<file path="src/common/psesel_map.vh">
// event codes, unit masks and field constants for the stall event selector
// Summary of operation
// - D1H/04H counts each decoded stack-pointer instruction
// - stack ops update delta tracker, no micro-op
// - D1H/08H counts each stack-pointer delta sync
// - D2H/01H counts execution stall cycles incl. flags
// - flag stall needs partial write then unmodified-flag read
// - D2H/02H counts partial-register latency stall cycles
// - D2H/04H counts reorder-buffer read-port stall cycles
// - blocked micro-ops retry next cycle, recounted
// - D2H/08H counts serialisation scoreboard stall cycles
// - D2H/0FH counts read-port, partial-register, flag and status-word stall cycles, not scoreboard
// - D4H/01H counts segment rename resource stall cycles
// - second update to unretired renamed segment stalls
// - D5H/01H counts each ES segment rename
`ifndef PSESEL_MAP_VH
`define PSESEL_MAP_VH

// ----------------------------------------------------------------
// event numbers
// ----------------------------------------------------------------
`define PSESEL_EVT_DECODE 8'hD1
`define PSESEL_EVT_ALLOC 8'hD2
`define PSESEL_EVT_SEG_STALL 8'hD4
`define PSESEL_EVT_ES_RENAME 8'hD5

// ----------------------------------------------------------------
// unit masks
// ----------------------------------------------------------------
`define PSESEL_UM_FOLD 8'h04
`define PSESEL_UM_SYNC 8'h08
`define PSESEL_UM_FLAGS 8'h01
`define PSESEL_UM_PARTIAL 8'h02
`define PSESEL_UM_ROB_PORT 8'h04
`define PSESEL_UM_SCOREBOARD 8'h08
`define PSESEL_UM_ANY 8'h0F
`define PSESEL_UM_SEG_STALL 8'h01
`define PSESEL_UM_ES_RENAME 8'h01

// ----------------------------------------------------------------
// field widths and values
// ----------------------------------------------------------------
`define PSESEL_FLAG_W 6
`define PSESEL_FLAG_ALL 6'h3F
`define PSESEL_FLAG_NONE 6'h00
`define PSESEL_SEG_N 4
`define PSESEL_SEG_PEND_RST 4'h0
`define PSESEL_SEG_ES 2'h0
`define PSESEL_SP_W 32
`define PSESEL_DELTA_W 16
`define PSESEL_SP_RST 32'h00000000
`define PSESEL_DELTA_RST 16'h0000

`endif

</file>
<file path="src/rtl/psesel_stack.v">
// stack-pointer delta tracker with fold and sync event pulses
`timescale 1ns/1ps
`include "psesel_map.vh"

module psesel_stack (
  input wire clk_i,
  input wire rst_b_i,
  input wire ce_i,
  input wire fold_i, // decoded stack instruction
  input wire [`PSESEL_DELTA_W-1:0] fold_delta_i, // its signed offset
  input wire sp_read_i, // uop reads stack pointer explicitly
  output wire fold_pulse_o, // one pulse per folded instruction
  output wire sync_pulse_o, // one pulse per delta sync
  output wire [`PSESEL_DELTA_W-1:0] delta_o, // stack_delta_tracker
  output wire [`PSESEL_SP_W-1:0] sp_o // stack_pointer_reg
);

  reg fold_pulse_q; // fold event flop
  reg sync_pulse_q; // sync event flop
  reg [`PSESEL_DELTA_W-1:0] delta_q; // stack_delta_tracker
  reg [`PSESEL_SP_W-1:0] sp_q; // stack_pointer_reg

  // ----------------------------------------------------------------
  // next state
  // ----------------------------------------------------------------
  wire sync_d; // a sync is only needed with a pending delta
  wire [`PSESEL_SP_W-1:0] delta_ext; // sign-extended delta
  wire [`PSESEL_DELTA_W-1:0] delta_base; // delta left after sync

  assign sync_d = sp_read_i & (delta_q != `PSESEL_DELTA_RST);
  assign delta_ext = {{(`PSESEL_SP_W-`PSESEL_DELTA_W)
    {delta_q[`PSESEL_DELTA_W-1]}}, delta_q};
  assign delta_base = sync_d ? `PSESEL_DELTA_RST : delta_q;

  // fold into tracker, no adjust micro-op; sync adds delta to sp
  always @(posedge clk_i or negedge rst_b_i) begin
    if (!rst_b_i) begin
      fold_pulse_q <= 1'b0;
      sync_pulse_q <= 1'b0;
      delta_q <= `PSESEL_DELTA_RST;
      sp_q <= `PSESEL_SP_RST;
    end else if (ce_i) begin
      fold_pulse_q <= fold_i;
      sync_pulse_q <= sync_d;
      if (sync_d) begin
        sp_q <= sp_q + delta_ext;
      end
      if (fold_i) begin
        delta_q <= delta_base + fold_delta_i;
      end else begin
        delta_q <= delta_base;
      end
    end
  end

  // outputs come straight from the flops
  assign fold_pulse_o = fold_pulse_q;
  assign sync_pulse_o = sync_pulse_q;
  assign delta_o = delta_q;
  assign sp_o = sp_q;

endmodule // psesel_stack

</file>
<file path="src/rtl/psesel_top.v">
// event selection and increment logic for pipeline stall events
`timescale 1ns/1ps
`include "psesel_map.vh"

module psesel_top (
  input wire CLK_SYS_I,
  input wire RST_B_I,
  input wire CE_I,
  // event select
  input wire [7:0] EVT_SEL_I,
  input wire [7:0] UMASK_I,
  // decode stage
  input wire STACK_FOLD_I,
  input wire [15:0] STACK_DELTA_I,
  input wire SP_READ_I,
  // flag tracking
  input wire FLAG_WR_I,
  input wire [5:0] FLAG_WR_MASK_I,
  input wire FLAG_RD_I,
  input wire [5:0] FLAG_RD_MASK_I,
  input wire EXEC_STALL_OTHER_I,
  // allocation stall sources
  input wire PARTIAL_REG_STALL_I,
  input wire ROB_PORT_STALL_I,
  input wire SCOREBOARD_STALL_I,
  input wire FPSW_STALL_I,
  // segment rename
  input wire SEG_WR_I,
  input wire [1:0] SEG_WR_SEL_I,
  input wire SEG_RETIRE_I,
  input wire [1:0] SEG_RETIRE_SEL_I,
  // outputs
  output wire COUNT_INC_O,
  output wire SEG_STALL_O,
  output wire FLAG_STALL_O,
  output wire [31:0] SP_VALUE_O,
  output wire [15:0] SP_DELTA_O
);

  // ----------------------------------------------------------------
  // decoding helper
  // ----------------------------------------------------------------
  // true when the programmed pair equals one listed pair
  function sel_match;
    input [7:0] evt;
    input [7:0] um;
    input [7:0] evt_ref;
    input [7:0] um_ref;
    begin
      sel_match = (evt == evt_ref) && (um == um_ref);
    end
  endfunction

  // ----------------------------------------------------------------
  // declarations
  // ----------------------------------------------------------------
  reg count_inc_q; // single increment flop
  reg count_inc_d;
  reg seg_stall_q; // stall to front end
  reg flag_stall_q; // flag stall indication
  reg [5:0] flag_wr_mask_q; // flags written by last writer
  reg flag_partial_q; // last writer was partial
  reg flag_partial_d;
  reg [3:0] seg_pend_q; // renamed but not retired
  wire [3:0] seg_pend_d;
  wire [3:0] seg_wr_hit; // write to segment n
  wire [3:0] seg_ret_hit; // retire of segment n
  wire [3:0] seg_conflict; // second update to pending n
  wire seg_stall_d; // any conflict this cycle
  wire seg_accept; // write that is not stalled
  wire es_rename; // accepted write to ES
  wire flag_stall_d; // flag stall this cycle
  wire exec_stall; // execution stall, all causes
  wire alloc_any; // combined allocation stall
  wire fold_pulse; // from tracker
  wire sync_pulse; // from tracker
  wire [15:0] delta_w; // tracker value
  wire [31:0] sp_w; // stack pointer value

  // ----------------------------------------------------------------
  // stack delta tracker
  // ----------------------------------------------------------------
  psesel_stack u_stack (
    .clk_i(CLK_SYS_I),
    .rst_b_i(RST_B_I),
    .ce_i(CE_I),
    .fold_i(STACK_FOLD_I),
    .fold_delta_i(STACK_DELTA_I),
    .sp_read_i(SP_READ_I),
    .fold_pulse_o(fold_pulse),
    .sync_pulse_o(sync_pulse),
    .delta_o(delta_w),
    .sp_o(sp_w)
  );

  // ----------------------------------------------------------------
  // partial flag stall detection
  // ----------------------------------------------------------------
  // stall only if last writer was partial and reader
  // needs flags that writer left alone
  assign flag_stall_d = FLAG_RD_I & flag_partial_q &
    (|(FLAG_RD_MASK_I & ~flag_wr_mask_q));

  // partial means some but not all flags written
  always @* begin
    flag_partial_d = (FLAG_WR_MASK_I != `PSESEL_FLAG_ALL) &&
      (FLAG_WR_MASK_I != `PSESEL_FLAG_NONE);
  end

  // remember the most recent flag writer
  always @(posedge CLK_SYS_I or negedge RST_B_I) begin
    if (!RST_B_I) begin
      flag_wr_mask_q <= `PSESEL_FLAG_ALL;
      flag_partial_q <= 1'b0;
    end else if (CE_I) begin
      if (FLAG_WR_I) begin
        flag_wr_mask_q <= FLAG_WR_MASK_I;
        flag_partial_q <= flag_partial_d;
      end
    end
  end

  // ----------------------------------------------------------------
  // combined stall terms
  // ----------------------------------------------------------------
  // flag stall is one of several execution stall causes
  assign exec_stall = flag_stall_d | EXEC_STALL_OTHER_I;
  // read port, partial register, flag and status word
  assign alloc_any = ROB_PORT_STALL_I | PARTIAL_REG_STALL_I |
    flag_stall_d | FPSW_STALL_I;

  // ----------------------------------------------------------------
  // segment rename tracking
  // ----------------------------------------------------------------
  genvar g;
  generate
    for (g = 0; g < `PSESEL_SEG_N; g = g + 1) begin : g_seg
      assign seg_wr_hit[g] = SEG_WR_I & (SEG_WR_SEL_I == g);
      assign seg_ret_hit[g] = SEG_RETIRE_I & (SEG_RETIRE_SEL_I == g);
      // renamed, not yet retired, second update arrives
      assign seg_conflict[g] = seg_wr_hit[g] & seg_pend_q[g] &
        ~seg_ret_hit[g];
      // set on accepted rename, clear on retire
      assign seg_pend_d[g] = (seg_pend_q[g] & ~seg_ret_hit[g]) |
        (seg_wr_hit[g] & ~seg_stall_d);
    end
  endgenerate

  // the front end holds the write while this is high
  assign seg_stall_d = |seg_conflict;
  assign seg_accept = SEG_WR_I & ~seg_stall_d;
  assign es_rename = seg_accept &
    (SEG_WR_SEL_I == `PSESEL_SEG_ES);

  // pending rename bits
  always @(posedge CLK_SYS_I or negedge RST_B_I) begin
    if (!RST_B_I) begin
      seg_pend_q <= `PSESEL_SEG_PEND_RST;
    end else if (CE_I) begin
      seg_pend_q <= seg_pend_d;
    end
  end

  // ----------------------------------------------------------------
  // event selection
  // ----------------------------------------------------------------
  // level stalls count once per cycle; ROB port stalls
  // that persist on retry simply count again next cycle
  always @* begin
    count_inc_d = 1'b0; // unlisted pairs give nothing
    if (sel_match(EVT_SEL_I, UMASK_I, `PSESEL_EVT_DECODE,
        `PSESEL_UM_FOLD)) begin
      count_inc_d = fold_pulse;
    end else if (sel_match(EVT_SEL_I, UMASK_I, `PSESEL_EVT_DECODE,
        `PSESEL_UM_SYNC)) begin
      count_inc_d = sync_pulse;
    end else if (sel_match(EVT_SEL_I, UMASK_I, `PSESEL_EVT_ALLOC,
        `PSESEL_UM_FLAGS)) begin
      count_inc_d = exec_stall;
    end else if (sel_match(EVT_SEL_I, UMASK_I, `PSESEL_EVT_ALLOC,
        `PSESEL_UM_PARTIAL)) begin
      count_inc_d = PARTIAL_REG_STALL_I;
    end else if (sel_match(EVT_SEL_I, UMASK_I, `PSESEL_EVT_ALLOC,
        `PSESEL_UM_ROB_PORT)) begin
      count_inc_d = ROB_PORT_STALL_I;
    end else if (sel_match(EVT_SEL_I, UMASK_I, `PSESEL_EVT_ALLOC,
        `PSESEL_UM_SCOREBOARD)) begin
      count_inc_d = SCOREBOARD_STALL_I;
    end else if (sel_match(EVT_SEL_I, UMASK_I, `PSESEL_EVT_ALLOC,
        `PSESEL_UM_ANY)) begin
      count_inc_d = alloc_any;
    end else if (sel_match(EVT_SEL_I, UMASK_I, `PSESEL_EVT_SEG_STALL,
        `PSESEL_UM_SEG_STALL)) begin
      count_inc_d = seg_stall_d;
    end else if (sel_match(EVT_SEL_I, UMASK_I, `PSESEL_EVT_ES_RENAME,
        `PSESEL_UM_ES_RENAME)) begin
      count_inc_d = es_rename;
    end else begin
      count_inc_d = 1'b0;
    end
  end

  // ----------------------------------------------------------------
  // output flops
  // ----------------------------------------------------------------
  // a single bit per cycle caps the rate at one increment
  always @(posedge CLK_SYS_I or negedge RST_B_I) begin
    if (!RST_B_I) begin
      count_inc_q <= 1'b0;
      seg_stall_q <= 1'b0;
      flag_stall_q <= 1'b0;
    end else if (CE_I) begin
      count_inc_q <= count_inc_d;
      seg_stall_q <= seg_stall_d;
      flag_stall_q <= flag_stall_d;
    end
  end

  assign COUNT_INC_O = count_inc_q;
  assign SEG_STALL_O = seg_stall_q;
  assign FLAG_STALL_O = flag_stall_q;
  assign SP_VALUE_O = sp_w;
  assign SP_DELTA_O = delta_w;

endmodule // psesel_top

</file>
<file path="config.mk">
export PLATFORM = sky130hd
export DESIGN_NAME = psesel_top
export DESIGN_NICKNAME = d
export VERILOG_FILES = /design/src/rtl/psesel_stack.v /design/src/rtl/psesel_top.v
export VERILOG_INCLUDE_DIRS = /design/src /design/src/common
export SDC_FILE = /design/constraint.sdc
export NUM_CORES = 1
export LEC_CHECK = 0
export ABC_AREA = 1
export BUFFER_PORTS_ARGS = -buffer_cell sky130_fd_sc_hd__clkbuf_2
export CELL_PAD_IN_SITES_DETAIL_PLACEMENT = 1
export CELL_PAD_IN_SITES_GLOBAL_PLACEMENT = 1
export CORE_MARGIN = 1
export CORE_UTILIZATION = 43
export CTS_BUF_LIST = sky130_fd_sc_hd__clkbuf_4 sky130_fd_sc_hd__clkbuf_8
export DETAILED_ROUTE_END_ITERATION = 7
export HOLD_SLACK_MARGIN = 0.03
export PLACE_DENSITY_LB_ADDON = 0.12
export REMOVE_ABC_BUFFERS = 1
export SLEW_MARGIN = 20
export SYNTH_ARGS = -nofsm -noshare
export SYNTH_HDL_FRONTEND = slang
export SYNTH_SLANG_ARGS = --single-unit
export TNS_END_PERCENT = 30
</file>
<file path="constraint.sdc">
create_clock -name CLK_SYS_I -period 4.3 [get_ports CLK_SYS_I]
set_input_delay 0.43 -clock CLK_SYS_I [delete_from_list [all_inputs] [get_ports CLK_SYS_I]]
set_output_delay 0.43 -clock CLK_SYS_I [all_outputs]
set_load 0.1 [all_outputs]
</file>
* After elaboration in Yosys (flattened, before gate mapping)
Cells that the tools add are included.
W data, S select, Z words.
** Storage, ports and cells
- Register bits after elaboration :: 64
- Bits in latches :: 0
- Bits in writable memories :: 0
- ROM bits :: 0
- Input bits :: 62
- Output and inout bits :: 51
- Logic and storage cells :: 101
- Memories kept :: 0
** Operators by class
- $add $sub $neg :: 2
- $mul :: 0
- Divide/modulo/power cells :: 0
- $lt $le $gt $ge :: 0
- Equal/unequal tests :: 16
- Shift operators :: 0
- Multiplexer cells :: 11
- Bitwise gates (word level) :: 44
- Reductions and logical operators :: 18
** Operators by type and width (number)
- $add A32 B32 Y32 :: 1
- $eq A8 B8 Y1 const B :: 4
- $mux W16 :: 2
- $and A1 B1 Y1 :: 29
- $add A16 B16 Y16 :: 1
- $eq A8 B4 Y1 const B :: 2
- $reduce_bool A16 Y1 :: 1
- $logic_and A1 B1 Y1 :: 10
- $mux W1 :: 9
- $eq A2 B2 Y1 const B :: 4
- $eq A8 B1 Y1 const B :: 1
- $eq A8 B2 Y1 const B :: 1
- $eq A8 B3 Y1 const B :: 1
- $or A1 B1 Y1 :: 8
- $and A6 B6 Y6 :: 1
- $ne A6 B6 Y1 const B :: 1
- $not A6 Y6 :: 1
- $reduce_bool A6 Y1 :: 1
- $reduce_or A6 Y1 :: 1
- $not A1 Y1 :: 5
- $eq A2 B1 Y1 const B :: 2
- $logic_not A2 Y1 :: 2
- $reduce_and A2 Y1 :: 2
- $reduce_or A4 Y1 :: 1

* Depth between registers and ports, before layout
- Depth after elaboration :: 17
- Gate-level depth with buffers :: 19
- Depth with buffers taken out :: 18

* Hierarchy
Synthesis repeated with hierarchy kept, for this count alone.
** Second synthesis, totals
- Cells, all modules :: 1039
- Area total of the unflattened synthesis :: 6261.0 um2
** Modules (own cells, without submodules)
- psesel_stack :: instances 1, cells each 865, area each 5205.0 um2, sequential area each 1251.2 um2
- psesel_top :: instances 1, cells each 174, area each 1056.0 um2, sequential area each 357.8 um2

* Least setup slack after synthesis
OpenSTA, ideal clock, no wires.
- Kind :: reg2reg
- Start :: register u_stack.delta_q[15], in the netlist u_stack.delta_o[15]
- End :: register u_stack.delta_q[10], in the netlist u_stack.delta_o[10]
- Library setup time :: 0.134 ns
- Arrival :: 3.202 ns
- Setup slack :: 0.964 ns
- Cell stages (with the launch flop) :: 20
- Buffers on the path :: 1
- Path through :: dfrtp_1 -> nor4_1 -> nand4_1 -> nand2_1 -> buf_2 -> inv_1 -> nor2_1 -> ha_1 -> inv_1 -> fa_1 -> inv_1 -> nand2_1 -> nand2_1 -> a21oi_1 -> inv_1 -> a21oi_1 -> o21ai_0 -> a21oi_1 -> o21ai_0 -> o211ai_1
** On the way
- Word-level cells in the longest chain between the ends :: 5
** Ends and longest elaborated chain
- start: declaration :: RTL line psesel_stack.v:20 : reg [`PSESEL_DELTA_W-1:0] delta_q;
- start signal: assignment :: RTL line psesel_stack.v:40 : delta_q <= `PSESEL_DELTA_RST;
- start signal: assignment :: RTL line psesel_stack.v:49 : delta_q <= delta_base + fold_delta_i;
- start signal: assignment :: RTL line psesel_stack.v:51 : delta_q <= delta_base;
- $reduce_bool A16 Y1 (no line) *
- $and A1 B1 Y1 * :: RTL line psesel_stack.v:30 : assign sync_d = sp_read_i & (delta_q != `PSESEL_DELTA_RST);
- $mux W16 * :: RTL line psesel_stack.v:33 : assign delta_base = sync_d ? `PSESEL_DELTA_RST : delta_q;
- $add A16 B16 Y16 :: RTL line psesel_stack.v:49
- $mux W16 * :: RTL line psesel_stack.v:48 : if (fold_i) begin
Every way passes the cells marked *; elsewhere a longest branch is shown, timed or not.
A chain may end at the register's enable or synchronous reset.

* Final worst setup path
- Start :: register u_stack.delta_q[12], in the netlist u_stack.delta_o[12]
- End :: register u_stack.delta_q[14], in the netlist u_stack.delta_o[14]
** On the way
- Word-level cells in the longest chain between the ends :: 5
** Ends and longest elaborated chain (RTL line)
- $reduce_bool A16 Y1 (no line)
- $and A1 B1 Y1 :: psesel_stack.v:30
- $mux W16 * :: psesel_stack.v:33
- $add A16 B16 Y16 :: psesel_stack.v:49
- $mux W16 * :: psesel_stack.v:48
Marks and branches as above.

==> flow_summary.ini <==
[outcome]
outcome = finished, final reports clean

[worst_setup_path]
critPathArrivalTime_ns = 3.67
path_class = flop to flop
worstRegToRegCells = 16
reg2reg_slack_ns = 0.85
worstSetupEndpointType = flop
path_max_fanout = 12
cp_top_family = simple AND/OR/NAND/NOR gates
cp_cell_sequence = nor4_1, nand4_1, nand2_1, inv_1, nor2_1, ha_1, inv_1, fa_1, inv_1, nand2_1, nand2_1, a21oi_1, o21ai_0, nand3_1, a21oi_1, o32ai_1
start_kind = flop
cp_slowest_cell = dfrtp_1
path_buf_inv = 3
cp_data_required_time_ns = 4.52
cp_slowest_stage_delay_ns = 0.40
rr_endpoint = u_stack.delta_o[14]
r2r-start = u_stack.delta_o[12]

[grt]
overflow = 0
grt_pass1_vias = 6404
grt_use_total = 0.282
grt_max_degree = 50
antenna_found_initial = 0
grt_pass1_wl_mm = 31.2

[layout]
syn_to_final_growth_pct = 16.6
antenna_cells = 0
drive_above_1_share = 0.172
fin_nets = 1080
postLayoutCoreUtil = 0.520

[cts]
cts.root.buffer_cell = clkbuf_8
ctsHtreeMaxLevel = 3
numCtsBuffers = 9
cts.sinks = 64
cts_resized = 0
clock_path_buffers = 2
clk_pin_slew_worst_paths_ns = 0.08
cts_tree = yes
postCtsHoldBufs = 0
cts_setup_buffers = 0
worstSkewPairLatency_ns = 0.36

[power]
vdd_ir_drop_max_mv = 0.395
p_int_mw = 1.98
seqPwrFrac = 0.193
swShare = 0.612
pwr-share-clk = 0.119
p_per_area_nw_per_um2 = 766
leakage_nw = 3.62
power_frac_comb = 0.688
netSwitchingPower_mw = 3.13

[sta]
worst_slew_pin_slew_ns = 0.832
setup_tns_ns = 0
slew_viol_final = 0
clock_skew_ns = 0.0134
clock.fmax_mhz = 290
relSlewSlack = 0.444
rsz0062_at_grt = false
setup_viol = 0
finalCritPeriodShare = 0.801
period_needed_ns = 3.45
hold_viol = 0

[detailed_routing]
first_pass_iters = 5
num_vias = 6201
finalWirelength_mm = 18.5
ant_nets = 0
drt-initial-drc-count = 320
viasPerCell = 5.41
post_drt_wl_per_cell_um = 16.1
route.detailed.drc = 0

[die]
die-height_um = 117
die_w_um = 117
dieArea_um2 = 13800
placementRows = 41
core_area_um2 = 12800
io_pins = 113
start_util = 0.447

[synthesis]
yosysMostFrequentCell = nand2_1
synthesis.instances = 857
synth_async_sr_flop_share = 1.00
seq_area_frac_synth = 0.281
avgSynthCellArea_um2 = 6.68
synth_top_area_cell = dfrtp_1
yosys_warnings = 0
syn_area_um2 = 5730
ys.flop_type = dfrtp_1
synth-seq-cells = 64
yosys-top-cells-area = dfrtp_1 25%, nand2_1 14%, ha_1 10%
synth_top_area_frac = 0.253
synth_edf_count = 0
synthTopCellsByCount = 220 x nand2_1, 114 x inv_1, 75 x nor2_1
synth_cell_types = 49

[hold_path]
hp-class = primary input to async pin

[placed_design]
io_buffers = 112
post-dp-hpwl_mm = 15.0
place_congestion = 0.906

[run]
cap_violations = 0
cell type report:
type	instances	area, um^2
Clock buffer	12	153
Sequential cell	64	1610
Timing Repair Buffer	115	583
Clock inverter	4	70.1
Fill cell	1769	6150
Inverter	119	447
Tap cell	172	215
Multi-Input combinational cell	661	3600
cell usage in the layout, fill, tap and decap left out, drive strengths merged:
| master | instances |
|---|---|
| or3 | 1 |
| nand3 | 64 |
| inv | 118 |
| nor3 | 13 |
| a211oi | 1 |
| o31ai | 6 |
| xor2 | 7 |
| clkbuf | 123 |
| dfrtp | 58 |
| or2 | 9 |
| o32ai | 1 |
| fa | 2 |
| nand2 | 227 |
| o21bai | 3 |
| xnor2 | 7 |
| buf | 4 |
| nand4 | 19 |
| nor4b | 2 |
| dfstp | 6 |
| a31oi | 10 |
| o21a | 6 |
| bufinv | 2 |
| ha | 46 |
| o221ai | 2 |
| a21oi | 66 |
| o21ai | 66 |
| nand3b | 3 |
| a21boi | 3 |
| a21o | 4 |
| nor2 | 79 |
| clkinv | 3 |
| o211ai | 8 |
| nor4 | 6 |
flip-flops by register name (all words and copies together) (netlist names):
signal                count
u_stack.sp_o             32
u_stack.delta_o          16
flag_wr_mask_q            6
seg_pend_q                4
COUNT_INC_O               1
FLAG_STALL_O              1
SEG_STALL_O               1
flag_partial_q            1
u_stack.fold_pulse_o      1
u_stack.sync_pulse_o      1
metal layers:
metal  track usage  share of wire
met5             0              0
met4        0.0836          0.013
met3        0.0520          0.047
met2         0.468           0.47
met1         0.372           0.47
power groups by stage:
stage	Combinational, mW	Sequential, mW	Clock (mW)
after floorplan	1.51	2.20	0
after global placement	3.42	0.987	0
after detailed placement	3.48	0.996	0
after CTS	3.50	0.988	0.619
after global routing	3.80	1.02	0.641
final	3.52	0.987	0.610
per-stage QoR:
stage / cell area (um^2) / setup WS [ns] / hold WS [ns] / power [mW] / instances
6_report: 6680 / 0.854 / 0.155 / 5.11 / 1147
5_1_grt: 6680 / 0.417 / 0.222 / 5.46 / 1147
4_1_cts: 6680 / 0.795 / 0.181 / 5.11 / 1147
3_5_place_dp: 6450 / 0.805 / 0.480 / 4.48 / 1131
3_3_place_gp: 6450 / 0.963 / 0.471 / 4.40 / 1131
2_1_floorplan: 5650 / 0.945 / 0.134 / 3.70 / 844
cells by family after synthesis:
family / after synthesis / synth area share
and+or+nand+nor: 423 / 0.321
AOI/OAI and AO/OA: 176 / 0.179
buffers and inverters: 132 / 0.0907
DFF: 64 / 0.281
adders and majority gates: 48 / 0.107
xor gates and xnor gates: 14 / 0.0214
how the worst max path moves through the flow:
stage | from | endpoint | slack, ns | cells past startpoint
after floorplan | u_stack.delta_o[15] | u_stack.delta_o[14] | 0.95 | 16
after global placement | u_stack.delta_o[12] | u_stack.delta_o[14] | 0.96 | 16
after detailed placement | u_stack.delta_o[12] | u_stack.delta_o[14] | 0.81 | 16
after CTS | u_stack.delta_o[12] | u_stack.delta_o[14] | 0.80 | 16
after global routing | u_stack.delta_o[1] | u_stack.delta_o[14] | 0.42 | 17
final | u_stack.delta_o[12] | u_stack.delta_o[14] | 0.85 | 16
worst register-to-register path, stage by stage, from the launching register on:
cell and delay, ns:
dfrtp_1 0.40, nor4_1 0.39, nand4_1 0.13, nand2_1 0.35
inv_1 0.22, nor2_1 0.16, ha_1 0.19, inv_1 0.06
fa_1 0.35, inv_1 0.08, nand2_1 0.06, nand2_1 0.06
a21oi_1 0.07, o21ai_0 0.36, nand3_1 0.16, a21oi_1 0.18
o32ai_1 0.10
Note: power is estimated with default switching activity, not from simulation.
